**src/rtl/mdfm_cfg.svh**
```systemverilog
// constants of the motor driver fault manager
`ifndef MDFM_CFG_SVH
`define MDFM_CFG_SVH

// register bus
`define MDFM_AW 4
`define MDFM_DW 16
`define MDFM_ADDR_STATUS 4'h0
`define MDFM_ADDR_CTRL 4'h4
`define MDFM_ADDR_LIVE 4'h8

// status register bits
`define MDFM_ST_FAULT 0
`define MDFM_ST_POR 1
`define MDFM_ST_BK_SUM 2
`define MDFM_ST_BK_UV 3
`define MDFM_ST_CP_UV 4
`define MDFM_ST_OV 5
`define MDFM_ST_OC 6
`define MDFM_ST_BK_OC 7
`define MDFM_ST_SER 8
`define MDFM_ST_TW 9
`define MDFM_ST_TS 10
`define MDFM_ST_TRIM 11

// control register bits
`define MDFM_CT_OV_EN 0
`define MDFM_CT_OV_SEL 1
`define MDFM_CT_OCM_LO 2
`define MDFM_CT_OCM_HI 3
`define MDFM_CT_SER_REP 4
`define MDFM_CT_TW_REP 5
`define MDFM_CT_CLR 6

// live condition bits, order of the synchroniser bundle
`define MDFM_NSYNC 13
`define MDFM_LV_MOT_UV 0
`define MDFM_LV_ANA_UV 1
`define MDFM_LV_BK_UV 2
`define MDFM_LV_CP_UV 3
`define MDFM_LV_OV_LO 4
`define MDFM_LV_OV_HI 5
`define MDFM_LV_OC 6
`define MDFM_LV_BK_OC 7
`define MDFM_LV_TW 8
`define MDFM_LV_TSD_FET 9
`define MDFM_LV_TSD_DIE 10
`define MDFM_LV_SLEEP_N 11
`define MDFM_LV_HW_VAR 12

// reset value of the control register and overcurrent mode codes
`define MDFM_CTRL_RST 16'h0000
`define MDFM_OCM_LATCH 2'h0
`define MDFM_OCM_RETRY 2'h1
`define MDFM_OCM_REPORT 2'h2
`define MDFM_OCM_OFF 2'h3

// timing
`define MDFM_CLK_NS 25
`define MDFM_T_OC_DEG_NS 600
`define MDFM_T_BK_DEG_NS 600
`define MDFM_T_RST_NS 1000
`define MDFM_T_RETRY_NS 5000000
`define MDFM_T_BK_RETRY_NS 5000000
`define MDFM_CYC_MIN(t) (((t) + `MDFM_CLK_NS - 1) / `MDFM_CLK_NS)
`define MDFM_CNT_W 24

`endif

```
**src/rtl/mdfm_pkg.sv**
```systemverilog
// types of the motor driver fault manager
`include "mdfm_cfg.svh"
package mdfm_pkg;

	typedef logic [`MDFM_AW-1:0] mdfm_addr_t;
	typedef logic [`MDFM_DW-1:0] mdfm_data_t;
	typedef logic [`MDFM_CNT_W-1:0] mdfm_cnt_t;

	typedef enum logic [1:0] {
		MDFM_OC_IDLE = 2'h0,
		MDFM_OC_LATCH = 2'h1,
		MDFM_OC_RETRY = 2'h2,
		MDFM_OC_REPORT = 2'h3
	} mdfm_oc_state_t;

endpackage

```
**src/rtl/mdfm_sync.sv**
```systemverilog
// two-stage synchroniser for a bundle of levels
`timescale 1ns/1ps
module mdfm_sync #(
	parameter int W = 1
) (
	// clock and reset
	input wire logic i_clk,
	input wire logic i_reset_n,
	// levels
	input wire logic [W-1:0] i_async,
	output logic [W-1:0] o_sync
);
	typedef struct packed {
		logic [W-1:0] meta;
		logic [W-1:0] sync;
	} mdfm_sync_st_t;

	mdfm_sync_st_t s_r;
	mdfm_sync_st_t s_nxt;

	always_comb begin
		s_nxt.meta = i_async;
		s_nxt.sync = s_r.meta;
	end

	always_ff @(posedge i_clk or negedge i_reset_n) begin
		if (!i_reset_n) begin
			s_r <= '0;
		end else begin
			s_r <= s_nxt;
		end
	end

	assign o_sync = s_r.sync;
endmodule

```
**src/rtl/mdfm_deglitch.sv**
```systemverilog
// level qualifier: output rises after the input held high n cycles
`timescale 1ns/1ps
module mdfm_deglitch #(
	parameter int N = 24
) (
	// clock and reset
	input wire logic i_clk,
	input wire logic i_reset_n,
	// level in and qualified level out
	input wire logic i_level,
	output logic o_level
);
	import mdfm_pkg::*;

	localparam mdfm_cnt_t LAST = mdfm_cnt_t'(N - 1);

	typedef struct packed {
		mdfm_cnt_t cnt;
		logic q;
	} mdfm_dg_st_t;

	mdfm_dg_st_t s_r;
	mdfm_dg_st_t s_nxt;

	// drop is immediate: a release must never be delayed
	always_comb begin
		s_nxt = s_r;
		if (!i_level) begin
			s_nxt.cnt = '0;
			s_nxt.q = 1'b0;
		end else if (s_r.cnt == LAST) begin
			s_nxt.q = 1'b1;
		end else begin
			s_nxt.cnt = s_r.cnt + mdfm_cnt_t'(1);
		end
	end

	always_ff @(posedge i_clk or negedge i_reset_n) begin
		if (!i_reset_n) begin
			s_r <= '0;
		end else begin
			s_r <= s_nxt;
		end
	end

	assign o_level = s_r.q;
endmodule

```
**src/rtl/mdfm_top.sv**
```systemverilog
// fault manager of a three-phase motor driver
//
// The implementer's own choices: the plain strobed port and the address map.
`timescale 1ns/1ps
`include "mdfm_cfg.svh"

module mdfm_top #(
	parameter int OC_DEG_CYC = `MDFM_CYC_MIN(`MDFM_T_OC_DEG_NS),
	parameter int BK_DEG_CYC = `MDFM_CYC_MIN(`MDFM_T_BK_DEG_NS),
	parameter int RST_CYC = `MDFM_CYC_MIN(`MDFM_T_RST_NS),
	parameter int RETRY_CYC = `MDFM_CYC_MIN(`MDFM_T_RETRY_NS),
	parameter int BK_RETRY_CYC = `MDFM_CYC_MIN(`MDFM_T_BK_RETRY_NS)
) (
	// clock and reset
	input wire logic i_clk,
	input wire logic i_reset_n,
	// register port
	input wire mdfm_pkg::mdfm_addr_t i_addr,
	input wire mdfm_pkg::mdfm_data_t i_wdata,
	input wire logic i_wr,
	input wire logic i_rd,
	output mdfm_pkg::mdfm_data_t o_rdata,
	// condition inputs from comparators and pins
	input wire logic i_motor_supply_uv,
	input wire logic i_analog_rail_uv,
	input wire logic i_buck_undervolt_flag,
	input wire logic i_pump_output_uv,
	input wire logic i_overvolt_low_trip,
	input wire logic i_overvolt_high_trip,
	input wire logic i_phase_overcurrent,
	input wire logic i_buck_overcurrent,
	input wire logic i_fet_area_thermal_shutdown,
	input wire logic i_die_thermal_shutdown,
	input wire logic i_thermal_warning,
	input wire logic i_sleep_pin_n,
	input wire logic i_hw_variant,
	// same-clock event pulses
	input wire logic i_serial_error,
	input wire logic i_trim_error,
	// outputs
	output logic o_fault_pin_n,
	output logic o_bridge_hiz,
	output logic o_pump_en,
	output logic o_logic_en,
	output logic o_buck_en
);
	import mdfm_pkg::*;

	localparam mdfm_cnt_t RETRY_LAST = mdfm_cnt_t'(RETRY_CYC - 1);
	localparam mdfm_cnt_t BK_RETRY_LAST = mdfm_cnt_t'(BK_RETRY_CYC - 1);

	// *****************************
	// state
	// *****************************
	typedef struct packed {
		logic ov_en;
		logic ov_sel;
		logic [1:0] ocm;
		logic ser_rep;
		logic tw_rep;
		logic f_fault;
		logic f_por;
		logic f_bk_sum;
		logic f_bk_uv;
		logic f_cp_uv;
		logic f_ov;
		logic f_oc;
		logic f_bk_oc;
		logic f_ser;
		logic f_tw;
		logic f_ts;
		logic f_trim;
		mdfm_oc_state_t oc_st;
		mdfm_cnt_t oc_cnt;
		logic bk_act;
		mdfm_cnt_t bk_cnt;
		logic sl_long_q;
		mdfm_data_t rdata;
		logic fault_n;
		logic bridge_hiz;
		logic pump_en;
		logic logic_en;
		logic buck_en;
	} mdfm_st_t;

	mdfm_st_t s_r;
	mdfm_st_t s_nxt;

	// *****************************
	// input conditioning
	// *****************************
	logic [`MDFM_NSYNC-1:0] lv;
	logic oc_dg;
	logic bk_dg;
	logic sl_long;

	mdfm_sync #(
		.W(`MDFM_NSYNC)
	) u_sync (
		.i_clk(i_clk),
		.i_reset_n(i_reset_n),
		.i_async({i_hw_variant, i_sleep_pin_n, i_die_thermal_shutdown,
			i_fet_area_thermal_shutdown, i_thermal_warning,
			i_buck_overcurrent, i_phase_overcurrent,
			i_overvolt_high_trip, i_overvolt_low_trip,
			i_pump_output_uv, i_buck_undervolt_flag, i_analog_rail_uv,
			i_motor_supply_uv}),
		.o_sync(lv)
	);

	mdfm_deglitch #(
		.N(OC_DEG_CYC)
	) u_oc_dg (
		.i_clk(i_clk),
		.i_reset_n(i_reset_n),
		.i_level(lv[`MDFM_LV_OC]),
		.o_level(oc_dg)
	);

	mdfm_deglitch #(
		.N(BK_DEG_CYC)
	) u_bk_dg (
		.i_clk(i_clk),
		.i_reset_n(i_reset_n),
		.i_level(lv[`MDFM_LV_BK_OC]),
		.o_level(bk_dg)
	);

	// a short low on the sleep pin is only a glitch, not a reset pulse
	mdfm_deglitch #(
		.N(RST_CYC)
	) u_sl_dg (
		.i_clk(i_clk),
		.i_reset_n(i_reset_n),
		.i_level(!lv[`MDFM_LV_SLEEP_N]),
		.o_level(sl_long)
	);

	// *****************************
	// next state
	// *****************************
	logic supply_uv;
	logic sleep_pulse;
	logic clr;
	logic hw;
	logic ov_en_eff;
	logic ov_trip;
	logic [1:0] ocm_eff;
	logic tsd;
	logic tw_report;
	logic ser_event;
	logic oc_event;
	logic bk_start;
	logic report;

	always_comb begin
		s_nxt = s_r;
		hw = lv[`MDFM_LV_HW_VAR];
		supply_uv = lv[`MDFM_LV_MOT_UV] | lv[`MDFM_LV_ANA_UV];
		sleep_pulse = s_r.sl_long_q & !sl_long;
		// flags cleared by command or reset pulse from the controller
		clr = (i_wr && i_addr == `MDFM_ADDR_CTRL && i_wdata[`MDFM_CT_CLR])
			|| sleep_pulse;
		ov_en_eff = hw | s_r.ov_en;
		ov_trip = ov_en_eff & ((hw | s_r.ov_sel) ?
			lv[`MDFM_LV_OV_HI] : lv[`MDFM_LV_OV_LO]);
		ocm_eff = hw ? `MDFM_OCM_LATCH : s_r.ocm;
		tsd = lv[`MDFM_LV_TSD_FET] | lv[`MDFM_LV_TSD_DIE];
		tw_report = lv[`MDFM_LV_TW] & s_r.tw_rep;
		ser_event = i_serial_error & !s_r.ser_rep;
		oc_event = oc_dg && s_r.oc_st == MDFM_OC_IDLE
			&& ocm_eff != `MDFM_OCM_OFF;
		bk_start = bk_dg & !s_r.bk_act;
		s_nxt.sl_long_q = sl_long;

		// control register write
		if (i_wr && i_addr == `MDFM_ADDR_CTRL) begin
			s_nxt.ov_en = i_wdata[`MDFM_CT_OV_EN];
			s_nxt.ov_sel = i_wdata[`MDFM_CT_OV_SEL];
			s_nxt.ocm = i_wdata[`MDFM_CT_OCM_HI:`MDFM_CT_OCM_LO];
			s_nxt.ser_rep = i_wdata[`MDFM_CT_SER_REP];
			s_nxt.tw_rep = i_wdata[`MDFM_CT_TW_REP];
		end

		// clears first, so a set in the same cycle wins
		if (clr) begin
			s_nxt.f_fault = 1'b0;
			s_nxt.f_por = 1'b1;
			s_nxt.f_bk_uv = 1'b0;
			s_nxt.f_bk_sum = s_r.bk_act;
			s_nxt.f_cp_uv = 1'b0;
			s_nxt.f_ov = 1'b0;
			s_nxt.f_oc = 1'b0;
			s_nxt.f_ser = 1'b0;
			s_nxt.f_ts = 1'b0;
			s_nxt.f_tw = lv[`MDFM_LV_TW];
		end
		if (sleep_pulse) begin
			s_nxt.f_trim = 1'b0;
		end

		// *****************************
		// voltage faults
		// *****************************
		if (supply_uv) begin
			s_nxt.f_por = 1'b0;
		end
		if (lv[`MDFM_LV_BK_UV]) begin
			s_nxt.f_bk_uv = 1'b1;
			s_nxt.f_bk_sum = 1'b1;
			s_nxt.f_fault = 1'b1;
		end
		// no control bit reaches this branch
		if (lv[`MDFM_LV_CP_UV]) begin
			s_nxt.f_cp_uv = 1'b1;
			s_nxt.f_fault = 1'b1;
		end
		if (ov_trip) begin
			s_nxt.f_ov = 1'b1;
			s_nxt.f_fault = 1'b1;
		end

		// *****************************
		// phase overcurrent
		// *****************************
		unique case (s_r.oc_st)
			MDFM_OC_IDLE: begin
				if (oc_event) begin
					s_nxt.f_oc = 1'b1;
					s_nxt.f_fault = 1'b1;
					s_nxt.oc_cnt = '0;
					unique case (ocm_eff)
						`MDFM_OCM_LATCH: s_nxt.oc_st = MDFM_OC_LATCH;
						`MDFM_OCM_RETRY: s_nxt.oc_st = MDFM_OC_RETRY;
						default: s_nxt.oc_st = MDFM_OC_REPORT;
					endcase
				end
			end
			MDFM_OC_LATCH, MDFM_OC_REPORT: begin
				if (clr && !oc_dg) begin
					s_nxt.oc_st = MDFM_OC_IDLE;
				end
			end
			MDFM_OC_RETRY: begin
				if (s_r.oc_cnt == RETRY_LAST) begin
					s_nxt.oc_st = MDFM_OC_IDLE;
				end else begin
					s_nxt.oc_cnt = s_r.oc_cnt + mdfm_cnt_t'(1);
				end
			end
		endcase

		// *****************************
		// buck overcurrent
		// *****************************
		if (bk_start) begin
			s_nxt.bk_act = 1'b1;
			s_nxt.bk_cnt = '0;
			s_nxt.f_bk_oc = 1'b1;
			s_nxt.f_bk_sum = 1'b1;
			s_nxt.f_fault = 1'b1;
		end else if (s_r.bk_act) begin
			if (s_r.bk_cnt == BK_RETRY_LAST) begin
				s_nxt.bk_act = 1'b0;
				s_nxt.f_bk_oc = 1'b0;
				s_nxt.f_bk_sum = s_nxt.f_bk_uv;
			end else begin
				s_nxt.bk_cnt = s_r.bk_cnt + mdfm_cnt_t'(1);
			end
		end

		// *****************************
		// other faults
		// *****************************
		if (ser_event) begin
			s_nxt.f_ser = 1'b1;
			s_nxt.f_fault = 1'b1;
		end
		if (i_trim_error) begin
			s_nxt.f_trim = 1'b1;
			s_nxt.f_fault = 1'b1;
		end
		if (lv[`MDFM_LV_TW]) begin
			s_nxt.f_tw = 1'b1;
		end
		if (tw_report) begin
			s_nxt.f_fault = 1'b1;
		end
		if (tsd) begin
			s_nxt.f_ts = 1'b1;
			s_nxt.f_fault = 1'b1;
		end

		// *****************************
		// outputs
		// *****************************
		report = lv[`MDFM_LV_BK_UV] | lv[`MDFM_LV_CP_UV] | ov_trip
			| (s_r.oc_st != MDFM_OC_IDLE) | s_r.bk_act | s_r.f_ser
			| s_r.f_trim | tw_report | tsd;
		s_nxt.fault_n = !report;
		s_nxt.bridge_hiz = supply_uv | lv[`MDFM_LV_CP_UV] | ov_trip
			| s_r.oc_st == MDFM_OC_LATCH | s_r.oc_st == MDFM_OC_RETRY
			| s_r.f_trim | tsd | !lv[`MDFM_LV_SLEEP_N];
		s_nxt.pump_en = !supply_uv & !tsd & lv[`MDFM_LV_SLEEP_N];
		s_nxt.logic_en = !supply_uv;
		s_nxt.buck_en = !s_r.bk_act & !lv[`MDFM_LV_TSD_DIE]
			& lv[`MDFM_LV_SLEEP_N];

		// read data stands one cycle only
		s_nxt.rdata = '0;
		if (i_rd) begin
			unique case (i_addr)
				`MDFM_ADDR_STATUS: begin
					s_nxt.rdata[`MDFM_ST_FAULT] = s_r.f_fault;
					s_nxt.rdata[`MDFM_ST_POR] = s_r.f_por;
					s_nxt.rdata[`MDFM_ST_BK_SUM] = s_r.f_bk_sum;
					s_nxt.rdata[`MDFM_ST_BK_UV] = s_r.f_bk_uv;
					s_nxt.rdata[`MDFM_ST_CP_UV] = s_r.f_cp_uv;
					s_nxt.rdata[`MDFM_ST_OV] = s_r.f_ov;
					s_nxt.rdata[`MDFM_ST_OC] = s_r.f_oc;
					s_nxt.rdata[`MDFM_ST_BK_OC] = s_r.f_bk_oc;
					s_nxt.rdata[`MDFM_ST_SER] = s_r.f_ser;
					s_nxt.rdata[`MDFM_ST_TW] = s_r.f_tw;
					s_nxt.rdata[`MDFM_ST_TS] = s_r.f_ts;
					s_nxt.rdata[`MDFM_ST_TRIM] = s_r.f_trim;
				end
				`MDFM_ADDR_CTRL: begin
					s_nxt.rdata[`MDFM_CT_OV_EN] = s_r.ov_en;
					s_nxt.rdata[`MDFM_CT_OV_SEL] = s_r.ov_sel;
					s_nxt.rdata[`MDFM_CT_OCM_HI:`MDFM_CT_OCM_LO] = s_r.ocm;
					s_nxt.rdata[`MDFM_CT_SER_REP] = s_r.ser_rep;
					s_nxt.rdata[`MDFM_CT_TW_REP] = s_r.tw_rep;
				end
				`MDFM_ADDR_LIVE: begin
					s_nxt.rdata[`MDFM_NSYNC-1:0] = lv;
				end
				default: begin
					s_nxt.rdata = '0;
				end
			endcase
		end
	end

	// *****************************
	// registers
	// *****************************
	always_ff @(posedge i_clk or negedge i_reset_n) begin
		if (!i_reset_n) begin
			s_r <= '0;
			s_r.ocm <= `MDFM_OCM_LATCH;
			s_r.fault_n <= 1'b1;
			s_r.bridge_hiz <= 1'b1;
			s_r.oc_st <= MDFM_OC_IDLE;
		end else begin
			s_r <= s_nxt;
		end
	end

	assign o_rdata = s_r.rdata;
	assign o_fault_pin_n = s_r.fault_n;
	assign o_bridge_hiz = s_r.bridge_hiz;
	assign o_pump_en = s_r.pump_en;
	assign o_logic_en = s_r.logic_en;
	assign o_buck_en = s_r.buck_en;
endmodule

```
**config.mk**
```make
export PLATFORM = sky130hd
export DESIGN_NAME = mdfm_top
export DESIGN_NICKNAME = d
export VERILOG_FILES = /design/src/rtl/mdfm_pkg.sv /design/src/rtl/mdfm_sync.sv /design/src/rtl/mdfm_deglitch.sv /design/src/rtl/mdfm_top.sv
export VERILOG_INCLUDE_DIRS = /design/src /design/src/rtl
export SDC_FILE = /design/constraint.sdc
export NUM_CORES = 1
export LEC_CHECK = 0
export BUFFER_PORTS_ARGS = -buffer_cell sky130_fd_sc_hd__buf_2
export CAP_MARGIN = 20
export CORE_MARGIN = 1
export CORE_UTILIZATION = 55
export CTS_CLUSTER_DIAMETER = 200
export DETAILED_ROUTE_END_ITERATION = 6
export GPL_TIMING_DRIVEN = 1
export PLACE_DENSITY = 0.76
export RECOVER_POWER = 25
export SLEW_MARGIN = 20
export SYNTH_ARGS = -nofsm -noshare
export SYNTH_HDL_FRONTEND = slang
export SYNTH_SLANG_ARGS = --single-unit
```
**constraint.sdc**
```tcl
create_clock -name i_clk -period 1.9 [get_ports i_clk]
set_input_delay 0.475 -clock i_clk [delete_from_list [all_inputs] [get_ports i_clk]]
set_output_delay 0.475 -clock i_clk [all_outputs]
set_load 0.005 [all_outputs]
```
==> implementation parameters <==
Parameter                              Value

Place
  Cell area reported after detailed placement    9780 um^2
  HPWL after detailed placement    13000 um
  RePlAce Congestion    between 0.8 and 0.9
  Post-place setup slack    -0.0416 ns
  Number of I/O port buffers    47

Setup path
  Type of element launching the critical path    register
  CP Class    reg2reg
  Worst reg2reg setup slack    -0.05 ns
  Required time of the worst setup path    about 2.2 ns
  Endpoint type of the worst setup path    register
  Arrival time at the worst endpoint    2.27 ns
  Max FO, Critical Path    2

GRT
  Maximum number of pins on one net before global-route repair    54
  Total congestion overflow after global routing    0
  Wire length of the first global-routing pass    31600 um
  Layer with the highest usage    met2
  Initial antenna violation count    0
  GRT met2 Usage    38.8%
  Via count of the first global-routing pass    between 6000 and 7000
  GRT Resource Usage Total    between 20% and 30%
  Met3 Usage GRT    4.87%
  Met1 routing resource usage after global routing    between 30 and 40%

Synth
  Yosys top cell area share    52.4%
  Area share of xor/xnor cells in the synthesized design    8.83%
  Number of synthesis warnings    0
  Sequential share of the synthesized area    53.0%
  Number of enable flip-flop cells after synthesis    0
  Async set-reset flop share out of synthesis    100%
  Area share of fa/ha/maj cells after synthesis    less than 1%
  Most used flip-flop cell after synthesis    dfrtp_1
  Count of distinct cell types in the synthesized netlist    64
  Seq cells post-synth    roughly 190
  Fraction of the mapped netlist area in compound gates    6.59%
  Combinational family with the most area after synthesis    simple AND/OR/NAND/NOR gates
  Number of instances in the synthesized netlist    about 870
  Multiplexer share of the synthesized area    2.12%
  Dominant cell type by area after synthesis    dfrtp_1
  Cell types occupying the most area after synthesis    dfrtp_1, xnor2_1, xor2_1
  Post-synthesis cell area    8930 um^2
  Simple-gate share of the synthesized area    between 20 and 30%
  Post-Synthesis Mean Instance Area    10.2 um^2

Timing
  Relative slew slack    26.7%
  PnR worst setup slack    -0.0477 ns
  Max Clock Freq    513 MHz
  Clk_skew    0.0101 ns
  Final critical-path share of the clock period    103%
  Hold slack final    about 0.13 ns
  Crit path time final    1.95 ns
  Slew at the pin closest to its max-slew limit    1.10 ns
  Final hold violation count    0
  Number of endpoints failing setup at the final stage    2
  Final-report max-slew violation count    0
  Setup repair after global routing missed its margin    yes

Route
  Drt drc    0
  Router iterations before antenna repair    5
  Drt via density    5.59
  Remaining antenna violation count    0
  DR vias    6748
  DR WL/cell    15.8 um
  Detailed Route Iter0 Violations    between 400 and 500
  Final routed wirelength across all metal layers    19100 um

Clock network
  Clk slew on worst S/H paths    about 0.07 ns
  Maximum level of the CTS H-tree    4
  Number of sinks handled by clock tree synthesis    approximately 190
  Number of clock buffers inserted by TritonCTS    17
  Buffer type at the clock tree root    clkbuf_16
  CTS tree    built
  Insertion delay to the later sink of the worst-skew pair    0.44 ns
  Clock Tree Buf Depth    2

Layout
  Finished Cell Area    10600 um^2
  Sequential cell area    about 4700 um^2
  Share of post-route cells with drive strength above 1    19.8%
  Inserted Diodes    0
  Nets    1022
  Synthesis-to-layout area growth    18.3%
  Total of fill cells in the finished design    roughly 1300
  Area of combinational cells with multiple inputs    3980 um^2

Floorplanning
  Area enclosed by the die boundary    16700 um^2
  Starting density of the core    56.2%
  Floorplan core area    15900 um^2
  Height of the die    129 um
  Die Width    between 100 and 150 um
  Number of I/O pins    60
  Number of placement rows    46

Pwr
  Power density normalized to cell area    815 nW/um^2
  Final Power    roughly 8600 uW
  Max IR drop VDD    733 uV
  Leakage dissipation    0.00475 uW

Hold path
  Hold WC Path Type    in2reg

Outcome
  Result of the run    finished with violations
  Violated checks    setup timing

Flow run
  Maximum capacitance violations    0
-- per-layer routing --
metal  routed length (um)  part of all wire [%]
met1                 8530                    45
met2                 9320                    49
met3                  922                   4.8
met4                  355                   1.9
met5                    0                     0
-- cell usage after synthesis, types with 5 or more instances --
cell type  instances
dfrtp_1          187
nor2_1            97
nand2_1           64
nand3_1           46
xnor2_1           46
xor2_1            44
nor3_1            30
clkbuf_1          25
nor4_1            25
and2_1            23
nand4_1           23
o21ai_0           22
and3_1            20
inv_1             19
nor2b_1           19
buf_4             17
a21oi_1           15
or3_1             13
and4_1            12
mux2i_1           11
a31oi_1            7
mux2_2             7
nor4b_1            7
o211ai_1           7
a22oi_1            6
or4_1              6
a21o_1             5
ha_1               5
o21ai_1            5
o31ai_1            5
-- critical path: stages (launching register included) --
cell     delay (ns)
dfrtp_1        0.37
or4_1          0.52
or4_4          0.46
buf_4          0.16
o21ai_2        0.11
xnor2_1        0.07
and2_1         0.15
-- final timing paths --
kind / startpoint / cells past startpoint / to
hold / removal: i_buck_undervolt_flag / 1 / u_sync.s_nxt[2]$_DFF_PN0_
hold reg to reg: u_sync.s_nxt[0]$_DFF_PN0_ / 0 / u_sync.o_sync[0]$_DFF_PN0_
setup reg to reg: u_oc_dg.s_r[19]$_DFFE_PN0P_ / 6 / u_oc_dg.s_r[4]$_DFFE_PN0P_
max in group asynchronous: i_reset_n / 3 / o_fault_pin_n$_DFF_PN1_
setup / recovery: u_oc_dg.s_r[19]$_DFFE_PN0P_ / 6 / u_oc_dg.s_r[4]$_DFFE_PN0P_
min in group asynchronous: i_reset_n / 2 / s_r[35]$_DFFE_PN0P_
-- power breakdown --
part / internal [uW] / switching (uW) / total [uW]
Sequential: 4160 / 131 / 4300
Combinational: 271 / 334 / 605
Clock: 2160 / 1550 / 3710
-- cells in the final DEF (no fill, tap or decap), drive strengths merged, types with 14 or more instances in the layout --
cell type  count
dfrtp        187
buf          123
nor2          99
nand2         64
nand3         47
xnor2         46
xor2          44
nor3          31
o21ai         29
nor4          28
clkbuf        27
nand4         23
and2          23
inv           22
and3          20
nor2b         19
a21oi         15
and4          14
-- metrics by stage --
stage	util [%]	TNS [ns]	instances
after floorplan	-	0	876
after detailed placement	61.5	-0.0788	1162
after CTS	65.6	-0.103	1197
final	66.5	-0.0737	1207
after global routing	66.5	-0.886	1207
after global placement	61.5	-0.0347	1162
-- state kept, by name (all words and copies together), names as in the netlist --
signal and flops:
o_logic_en 1, u_sl_dg.s_r 24, u_sync.o_sync 13, o_fault_pin_n 1, u_bk_dg.o_level 1, u_sl_dg.o_level 1
s_r 70, u_sync.s_nxt 13, o_buck_en 1, u_oc_dg.s_r 24, o_rdata 13, u_bk_dg.s_r 24
o_pump_en 1, u_oc_dg.o_level 1, o_bridge_hiz 1
-- final cells by class --
cell class / count / share of cell area, %
clock buffers: 21 / 4.36
clock inverters: 11 / 1.49
inverters: 19 / 0.675
multi-input cells: 621 / 37.7
flip-flops and latches: 189 / 44.8
well taps: 216 / 2.56
repair buffers: 130 / 8.41
-- cell families after synthesis --
family,Yosys count
AND/OR/NAND/NOR,413
flip-flops,189
adder cells (fa/ha/maj),5
buffers and inverters,66
multiplexers,18
XOR/XNOR,90
AO/OA/AOI/OAI,92
other,1
-- what timing repair did --
item | CTS | global route
pin swaps | 5 | 12
hold endpoints to repair | 36 | 0
cloned | 0 | 1
setup buffers | 2 | 9
gates resized for setup | 1 | 18
endpoints found under the setup margin | 7 | 43
hold buffers | 1 | 0
(Power assumes the default switching activity.)
